<file path="config.mk">
export PLATFORM = sky130hd
export DESIGN_NAME = mfp_strap_led
export DESIGN_NICKNAME = d
export VERILOG_FILES = /design/src/design/mfp_pkg.sv /design/src/design/mfp_strap_led.sv /design/src/design/mfp_col_stretch.sv
export SDC_FILE = /design/constraint.sdc
export NUM_CORES = 1
export LEC_CHECK = 0
export ABC_AREA = 1
export ABC_CLOCK_PERIOD_IN_PS = 1500
export BUFFER_PORTS_ARGS = -buffer_cell sky130_fd_sc_hd__clkbuf_2
export CORE_ASPECT_RATIO = 0.7
export CORE_MARGIN = 5
export CORE_UTILIZATION = 50
export DETAILED_ROUTE_END_ITERATION = 8
export GPL_TIMING_DRIVEN = 0
export PLACE_DENSITY = 0.74
export SLEW_MARGIN = 20
export SYNTH_ARGS = -nofsm -noshare
export SYNTH_HDL_FRONTEND = slang
export SYNTH_HIERARCHICAL = 1
export SYNTH_SLANG_ARGS = --single-unit
</file>
<file path="constraint.sdc">
create_clock -name clock_i -period 1.5 [get_ports clock_i]
set_input_delay 0.225 -clock clock_i [delete_from_list [all_inputs] [get_ports clock_i]]
set_output_delay 0.225 -clock clock_i [all_outputs]
set_load 0.05 [all_outputs]
</file>
<file path="src/design/mfp_pkg.sv">
// package for the strap-sampled address / status LED pin block
package mfp_pkg;

  // device clock rate and collision LED hold time
  localparam int unsigned CLK_HZ             = 10_000_000;
  localparam int unsigned COL_STRETCH_MS     = 70;
  localparam int unsigned COL_STRETCH_CYCLES = (COL_STRETCH_MS * CLK_HZ) / 1000;

  // edges after reset release before the synchronised pin level is valid
  localparam logic [1:0]  STRAP_SETTLE       = 2'h2;

  // address bit carried by each multi-function pin
  localparam int unsigned ADDR_BIT_ACTIVITY  = 0;
  localparam int unsigned ADDR_BIT_COLLISION = 1;
  localparam int unsigned ADDR_BIT_LINK      = 2;
  localparam int unsigned ADDR_BIT_TRANSMIT  = 3;
  localparam int unsigned ADDR_BIT_RECEIVE   = 4;
  localparam int unsigned ADDR_W             = 5;

  // one bit per multi-function pin; field order makes bit n carry address bit n
  typedef struct packed {
    logic addr4_receive_pin;
    logic addr3_transmit_pin;
    logic addr2_link_pin;
    logic addr1_collision_pin;
    logic addr0_activity_pin;
  } mfp_pins_s;

  localparam mfp_pins_s PINS_RESET  = 5'h00;
  localparam mfp_pins_s PINS_ALL_ON = 5'h1f;

  typedef enum logic [0:0] {
    ST_SAMPLE,
    ST_DRIVE
  } mfp_state_e;

endpackage : mfp_pkg

</file>
<file path="src/design/mfp_strap_led.sv">
// multi-function pins: address straps at reset exit, status LEDs afterwards
`timescale 1ns/10ps
// Notes on behaviour
// - pins are inputs in reset, sampled at exit
// - after sampling, pins become status LED outputs
// - software reset leaves direction and address alone
// - asserted output level is inverse of strap
// - low strap gives address 0, high gives 1
// - activity pin: address bit 0, rx or tx
// - collision pin: address bit 1, collision seen
// - collision indicator held about 70 ms
// - link pin: address bit 2, valid link
// - transmit pin: address bit 3, tx activity
// - receive pin: address bit 4, rx activity
module mfp_strap_led
  import mfp_pkg::*;
#(
  parameter int unsigned COL_CYCLES = COL_STRETCH_CYCLES
) (
  input  wire logic        clock_i,          // device clock, 10 MHz
  input  wire logic        rst_b_i,          // power-on / hardware reset, active low
  input  wire logic        sw_reset_i,       // software reset, ignored here
  input  wire logic        rx_active_i,      // receive activity
  input  wire logic        tx_active_i,      // transmit activity
  input  wire logic        link_ok_i,        // valid link
  input  wire logic        collision_i,      // collision detected
  input  wire mfp_pins_s   pin_i,            // pin levels seen at the pads
  output mfp_pins_s        pin_o,            // pin drive levels
  output mfp_pins_s        pin_oe_o,         // pin output enables, high drives
  output logic [ADDR_W-1:0] strap_address_o, // sampled management address
  output logic             strap_valid_o     // address sampled; pins drive from the next edge
);

  // the stored address and pin direction depend only on rst_b_i
  logic unused_sw_reset;
  assign unused_sw_reset = sw_reset_i;

  function automatic logic led_level(
    input logic asserted, // level that lights the led
    input logic on        // indicator requested
  );
    // an unlit pin returns to its strap level, so no current flows in the led
    return on ? asserted : ~asserted;
  endfunction : led_level

  // used on both the current and the next state
  function automatic logic in_drive(input mfp_state_e st);
    return st == ST_DRIVE;
  endfunction : in_drive

  // one bit per pin, high while its indicator should be lit
  function automatic mfp_pins_s status_on(
    input logic rx,   // receive activity
    input logic tx,   // transmit activity
    input logic link, // valid link
    input logic col   // collision or its hold
  );
    mfp_pins_s on;

    on                     = PINS_RESET;
    on[ADDR_BIT_ACTIVITY]  = rx | tx;
    on[ADDR_BIT_COLLISION] = col;
    on[ADDR_BIT_LINK]      = link;
    on[ADDR_BIT_TRANSMIT]  = tx;
    on[ADDR_BIT_RECEIVE]   = rx;
    return on;
  endfunction : status_on

  // pads are asynchronous to the clock
  mfp_pins_s sync1_r;
  mfp_pins_s sync1_nxt;
  mfp_pins_s sync2_r;
  mfp_pins_s sync2_nxt;

  always_comb begin
    sync1_nxt = pin_i;
    sync2_nxt = sync1_r;
  end

  always_ff @(posedge clock_i or negedge rst_b_i) begin
    if (!rst_b_i) begin
      sync1_r <= PINS_RESET;
      sync2_r <= PINS_RESET;
    end else begin
      sync1_r <= sync1_nxt;
      sync2_r <= sync2_nxt;
    end
  end

  // a one-cycle collision would never show on an led, so it is stretched
  logic col_hold;

  mfp_col_stretch #(
    .CYCLES   (COL_CYCLES)
  ) u_col_stretch (
    .clock_i  (clock_i),
    .rst_b_i  (rst_b_i),
    .trig_i   (collision_i),
    .active_o (col_hold)
  );

  // lit/unlit request per pin, before the polarity is applied
  mfp_pins_s on_now;

  always_comb begin
    on_now = status_on(rx_active_i, tx_active_i, link_ok_i, collision_i | col_hold);
  end

  // sampling sequencer; only a hardware reset brings it back to sampling
  mfp_state_e state_r;
  mfp_state_e state_nxt;
  logic [1:0] settle_r;
  logic [1:0] settle_nxt;

  always_comb begin
    state_nxt  = state_r;
    settle_nxt = settle_r;
    unique case (state_r)
      ST_SAMPLE: begin
        // wait two synchroniser edges; the address is taken on the third edge after release
        if (settle_r == STRAP_SETTLE) begin
          state_nxt = ST_DRIVE;
        end else begin
          settle_nxt = settle_r + 2'h1;
        end
      end
      ST_DRIVE: begin
        // software reset has no path in here, so direction never flips back
        state_nxt = ST_DRIVE;
      end
    endcase
  end

  always_ff @(posedge clock_i or negedge rst_b_i) begin
    if (!rst_b_i) begin
      state_r  <= ST_SAMPLE;
      settle_r <= 2'h0;
    end else begin
      state_r  <= state_nxt;
      settle_r <= settle_nxt;
    end
  end

  // strap capture: address and pin polarity live in separate registers
  // taken once, on the edge that leaves sampling
  logic take_strap;

  always_comb begin
    take_strap = !in_drive(state_r) && (settle_r == STRAP_SETTLE);
  end

  logic [ADDR_W-1:0] addr_r;
  logic [ADDR_W-1:0] addr_nxt;
  mfp_pins_s         pol_r;
  mfp_pins_s         pol_nxt;

  always_comb begin
    addr_nxt = addr_r;
    pol_nxt  = pol_r;
    if (take_strap) begin
      addr_nxt = sync2_r;
      pol_nxt  = ~sync2_r;
    end
  end

  always_ff @(posedge clock_i or negedge rst_b_i) begin
    if (!rst_b_i) begin
      addr_r <= PINS_RESET;
      pol_r  <= PINS_RESET;
    end else begin
      addr_r <= addr_nxt;
      pol_r  <= pol_nxt;
    end
  end

  // pad drivers, registered so the pads never glitch on input changes
  mfp_pins_s out_r;
  mfp_pins_s out_nxt;
  mfp_pins_s oe_r;
  mfp_pins_s oe_nxt;
  logic      valid_r;
  logic      valid_nxt;

  always_comb begin
    out_nxt   = out_r;
    oe_nxt    = oe_r;
    valid_nxt = in_drive(state_nxt);
    unique case (state_r)
      ST_SAMPLE: begin
        // pads stay inputs so the straps are not overdriven
        oe_nxt = PINS_RESET;
      end
      ST_DRIVE: begin
        oe_nxt = PINS_ALL_ON;
        for (int i = 0; i < ADDR_W; i++) begin
          out_nxt[i] = led_level(pol_r[i], on_now[i]);
        end
      end
    endcase
  end

  always_ff @(posedge clock_i or negedge rst_b_i) begin
    if (!rst_b_i) begin
      out_r   <= PINS_RESET;
      oe_r    <= PINS_RESET;
      valid_r <= 1'h0;
    end else begin
      out_r   <= out_nxt;
      oe_r    <= oe_nxt;
      valid_r <= valid_nxt;
    end
  end

  // is the board's job: an undriven pad here would read as unknown
  assign pin_o           = out_r;
  assign pin_oe_o        = oe_r;
  assign strap_address_o = addr_r;
  assign strap_valid_o   = valid_r;

endmodule : mfp_strap_led

</file>
<file path="src/design/mfp_col_stretch.sv">
// retriggerable hold timer for the collision indicator
`timescale 1ns/10ps
module mfp_col_stretch #(
  parameter int unsigned CYCLES = 700000
) (
  input  wire logic clock_i,   // device clock
  input  wire logic rst_b_i,   // async reset, active low
  input  wire logic trig_i,    // collision seen this cycle
  output logic      active_o   // high while the hold runs
);

  localparam int unsigned CW = $clog2(CYCLES + 1);
  localparam logic [CW-1:0] LOAD = CW'(CYCLES);

  logic [CW-1:0] cnt_r;
  logic [CW-1:0] cnt_nxt;

  always_comb begin
    cnt_nxt = cnt_r;
    if (trig_i) begin
      cnt_nxt = LOAD;
    end else if (cnt_r != '0) begin
      cnt_nxt = cnt_r - CW'(1);
    end
  end

  always_ff @(posedge clock_i or negedge rst_b_i) begin
    if (!rst_b_i) begin
      cnt_r <= '0;
    end else begin
      cnt_r <= cnt_nxt;
    end
  end

  assign active_o = (cnt_r != '0);

endmodule : mfp_col_stretch

</file>
Word level (Yosys, flattened, before mapping)

Cells that the tools add are included.

Add/subtract/negate cells: 2
Equality and inequality tests: 1
Multiplexer cells: 10
Bitwise operators: 10
Reductions and logical operators: 5

Operators by type and width:

| operator                                            | number |
|---|---|
| two-way mux 20 bit                                  | 2 |
| nonzero test 20 bit                                 | 1 |
| subtractor 20 x 1 -> 20 bit (second input constant) | 1 |
| case mux 5 bit (2 select lines)                     | 1 |
| NOT 1 bit                                           | 7 |
| two-way mux 1 bit                                   | 6 |
| NOT 5 bit                                           | 1 |
| adder 2 x 1 -> 2 bit (second input constant)        | 1 |
| equality test 2 bit (second input constant)         | 1 |
| bitwise OR 1 bit                                    | 2 |
| case mux 1 bit (2 select lines)                     | 1 |
| AND reduction 2 bit                                 | 1 |
| nonzero test 2 bit                                  | 1 |
| logical AND 1 bit                                   | 1 |
| logical NOT 1 bit                                   | 1 |

Flip-flop bits (word level): 53
Bits of input ports: 12
Output and inout port bits: 16
Logic and storage cells: 57

Longest topological paths before layout

Depth after elaboration: 3
Depth in mapped cells: 9
Gate-level depth less buffers: 9

By module

The synthesis kept the hierarchy.

Modules (own cells, without submodules):

| module          | times used | cells an instance | area each (um^2) | sequential area each (um^2) |
|---|---|---|---|---|
| mfp_col_stretch | 1          | 181               | 1321.3           | 500.5 |
| mfp_strap_led   | 1          | 93                | 1079.8           | 725.7 |

Least setup slack after synthesis

OpenSTA, ideal clock, no wires.

Path kind: reg-to-reg
Start point: register u_col_stretch.cnt_r[0]
End point: register out_r (netlist bit pin_o[1])
Library setup time: 0.118 ns
Data arrival time: 1.332 ns
Required time: 1.382 ns
Path slack: 0.051 ns
Stages on the path, launching flop included: 10
Path buffers: 0
Clock period less this slack: 1.449 ns
Cells stage by stage: dfrtp_1 > inv_1 > ha_1 > nand3_1 > nor3_1 > nand2_1 > nor2_1 > nand2_1 > nand3_1 > nand2_1

Cells in the longest elaborated chain, start to end: 3

Ends and longest elaborated chain:

| what                   | line                  | text |
|---|---|---|
| from (decl)            | mfp_col_stretch.sv:15 | `logic [CW-1:0] cnt_r;` |
| from (signal assigned) | mfp_col_stretch.sv:31 | `cnt_r <= cnt_nxt;` |
| nonzero test 20 bit    | mfp_col_stretch.sv:35 | `assign active_o = (cnt_r != '0);` |
| net col_hold           | mfp_strap_led.sv:91   | `logic col_hold;` |
| bitwise OR 1 bit       | mfp_strap_led.sv:106  | `on_now = status_on(rx_active_i, tx_active_i, link_ok_i, collision_i \| col_hold);` |
| two-way mux 1 bit      | mfp_strap_led.sv:43   | `return on ? asserted : ~asserted;` |
| to (signal assigned)   | mfp_strap_led.sv:208  | `out_r <= out_nxt;` |
| to (decl)              | mfp_strap_led.sv:177  | `mfp_pins_s out_r;` |

The timed path passes the listed nets, and every way through them passes these cells.
A chain may end at the register's enable or synchronous reset.

Worst setup path in the final report

Start point: register u_col_stretch.cnt_r[0]
End point: register u_col_stretch.cnt_r[1]

Elaborated cells between the ends (all ways): 5
Those cells by class: add/sub: 1; mux: 2; reduce/logical: 2

RTL lines:

| what                         | line |
|---|---|
| nonzero test 20 bit          | n/a |
| net col_hold                 | mfp_strap_led.sv:91 |
| nonzero test 2 bit (no line) | n/a |

The timed path passes the listed nets, and every way through them passes these cells. The select of a mux whose other input is x is not followed.

==> results.yml <==
sta:
  final.hold.worst_slack_ns: 0.0198
  relSlewSlack: 0.575
  rsz0062_at_grt: "true"
  drv_slew: 0
  timing.fmax_ghz: 0.699
  fin_crit_sh: 0.953
  setup_ws_ns: 0.0703
  finalClockSkew_ns: 0.00544
  max_slew.worst_pin.slew_ns: 0.638
  finalHoldViolCount: 0
  setup_viol: 0
  tns_ns: 0
  period_minus_slack_ns: 1.43
critical_path:
  path_max_fanout: 4
  r2r_end: "u_col_stretch/cnt_r[1]"
  crit_type: "flip-flop to flip-flop"
  ff2ff_setup_slack_ns: 0.07
  arrival_ns: 1.67
  worst_r2r_startpoint: "u_col_stretch/cnt_r[0]"
  startpoint_type: "flip-flop"
  critPathRequiredTime_ns: 1.74
  critPathCaptureType: "flip-flop"
  ff2ff_path_depth: 9
place:
  placedCellCount: 357
  portBuffers: 26
  pre_cts_slack_ns: -0.197
  place.gp.congestion: 0.940
  dpl.hpwl_mm: 3.57
worst_hold_path:
  whs_endpoint: "sync1_r[1]"
  min_path_cells: 1
  hold_class: "input port to flip-flop"
  worstHoldStart: "pin_i[1]"
floorplan:
  pin_count: 28
  die_w_um: 92.8
  fp.dieH_um: 68.0
  fp-row-count: 21
  start_util: 0.511
  fp.dieArea_um2: 6310
  core_area_um2: 4700
clock_network:
  clk_path_buf_depth: 2
  clock-sinks: 49
  clock-root-buffer: "clkbuf_8"
  clock_latency_ns: 0.30
  h-tree-depth: 2
  clkTransAtPathRegs_ns: 0.09
  cts_tree: "built"
  cts_buffers: 5
routing:
  antenna_left: 0
  drt_first_pass_iters: 4
  drc_errors: 0
  finalWirelength_mm: 4.96
  drt_iter0_drc: 198
  dr_total_vias: 1890
  via_per_inst: 5.08
  wire_per_inst_um: 13.3
logic_synthesis:
  synth_xor_area_frac: 0.0182
  synth_seq_cells: 49
  synth-simple-area-share: 0.338
  ys_types: 31
  synthMuxAreaShare: 0
  postSynthAreaPerCell_um2: 8.76
  syn_area_um2: 2400
  yosysWarningCount: 6
  synth_top_area_share: 0.511
  synth.top_cells.by_area: "dfrtp_1 51%, nand2_1 11%, nor2_1 5.3%, nand3_1 4.6%, inv_1 3.9%"
  yosysSeqAreaShare: 0.511
  synth_top_family_by_area: "simple AND/OR/NAND/NOR gates"
  netlist_instances: 274
  synth_compound_area_frac: 0.0505
  synthAdderAreaFrac: 0.0156
  synth_largest_area_cell: "dfrtp_1"
  syn_nets: 289
grt:
  grt_max_degree: 50
  grt_antenna_before_repair: 0
  grt_pass1_vias: 1725
  grt_usage: 0.171
  grt-ovfl-total: 0
  grt_pass1_wl_mm: 8.30
layout:
  n_antenna_cell: 0
  drive_gt1_frac: 0.289
  final_nets: 329
  area_growth_pct: 17.0
  fin_cells: 372
pwr:
  power_leakage_nw: 1.36
  p_per_area_nw_per_um2: 933
  peakVddDrop_v: 0.000549
  power.total_mw: 2.62
run:
  cap_violations: 0
status:
  status: "finished, final reports clean"
==> worst max-delay path, stage by stage, from the launching register on <==
cell	delay [ns]
dfrtp_1	0.40
inv_2	0.08
ha_2	0.20
nand3_1	0.09
nor3_2	0.16
nand2_2	0.11
buf_4	0.16
nand2_1	0.05
nand2_1	0.05
nor2_1	0.08
==> power by group <==
part           total [mW]  switching, mW  internal (mW)
Combinational       0.383          0.260          0.123
Sequential           1.45         0.0585           1.39
Clock               0.794          0.455          0.339
Total                2.62          0.774           1.85
==> cell families (layout without fill, tap and decap cells) <==
kind of cell | count (synthesis) | in the layout
compound gates | 19 | 19
buf+inv | 34 | 75
xor+xnor | 5 | 5
simple gates | 164 | 164
fa+ha+maj | 3 | 3
flops | 49 | 49
==> area by class of cell <==
cell class / count / area [um^2]
Fill cell: 404 / 1890
Clock buffer: 5 / 68.8
Tap cell: 57 / 71.3
Sequential cell: 49 / 1230
Inverter: 26 / 97.6
Clock inverter: 3 / 26.3
Multi-Input combinational cell: 191 / 1070
Buffer: 8 / 62.6
Timing Repair Buffer: 33 / 188
==> per-layer routing <==
| metal | global-route usage | vias to the layer above | part of all wire |
|---|---|---|---|
| met5 | 0 | - | 0 |
| met4 | 0.0439 | 0 | 0.0089 |
| met3 | 0.0473 | 5 | 0.085 |
| met2 | 0.245 | 70 | 0.41 |
| met1 | 0.255 | 870 | 0.49 |
| li1 | - | 945 | - |
==> what timing repair did <==
item	CTS	global route
setup buffers	4	2
hold endpoints to repair	49	0
pin swaps	0	2
hold buffers	1	0
resized for setup	3	15
endpoints found under the setup margin	19	14
==> cell usage after synthesis <==
master and number:
a21o_1 1, a21oi_1 7, buf_2 2, buf_4 4
buf_6 2, dfrtp_1 49, ha_1 3, inv_1 25
inv_2 1, nand2_1 71, nand2_2 6, nand3_1 22
nand3_4 1, nand3b_2 1, nand4_1 10, nor2_1 34
nor2_2 7, nor2_4 2, nor2_8 2, nor3_1 1
nor3_2 1, nor3_4 2, o21a_1 3, o21ai_0 2
o21ai_1 1, o21ai_2 3, o21bai_1 2, or2_1 1
or2_2 3, xnor2_1 3, xor2_1 2
==> flip-flops by register name (all words and copies together), names as in the netlist <==
register,cells
strap_address_o,5
sync1_r,5
strap_valid_o,1
pol_r,5
u_col_stretch/cnt_r,20
pin_o,5
settle_r,2
pin_oe_o,1
sync2_r,5
==> metrics by stage <==
| step | area [um^2] | utilization |
|---|---|---|
| finish | 2810 | 0.597 |
| floorplan | 2400 | - |
| global placement | 2600 | 0.553 |
| CTS | 2750 | 0.584 |
| global route | 2810 | 0.597 |
| detailed placement | 2610 | 0.554 |
==> how the worst max path moves through the flow <==
stage               cells past startpoint              startpoint  slack [ns]                     end
floorplan                               9  u_col_stretch/cnt_r[0]        0.05                pin_o[1]
global placement                        9  u_col_stretch/cnt_r[0]       -0.16                pin_o[1]
detailed placement                      9  u_col_stretch/cnt_r[0]       -0.20                pin_o[1]
CTS                                     9  u_col_stretch/cnt_r[0]       0.007  u_col_stretch/cnt_r[1]
global route                            8  u_col_stretch/cnt_r[0]       -0.03  u_col_stretch/cnt_r[1]
finish                                  9  u_col_stretch/cnt_r[0]        0.07  u_col_stretch/cnt_r[1]
==> layout by cell type (no fill, tap or decap), types with 3 or more instances in the layout <==
master and n:
dfrtp_2 3, buf_4 10, nand2_2 9, or2_2 3
a21oi_1 7, nor2_4 5, dfrtp_1 46, nand2_1 68
inv_1 24, xnor2_1 3, nor2_1 30, nand4_1 10
o21ai_2 3, o21a_1 3, nand3_1 22, clkbuf_2 25
clkbuf_8 5, nor2_2 8
Power figures use the tool's default switching activity.
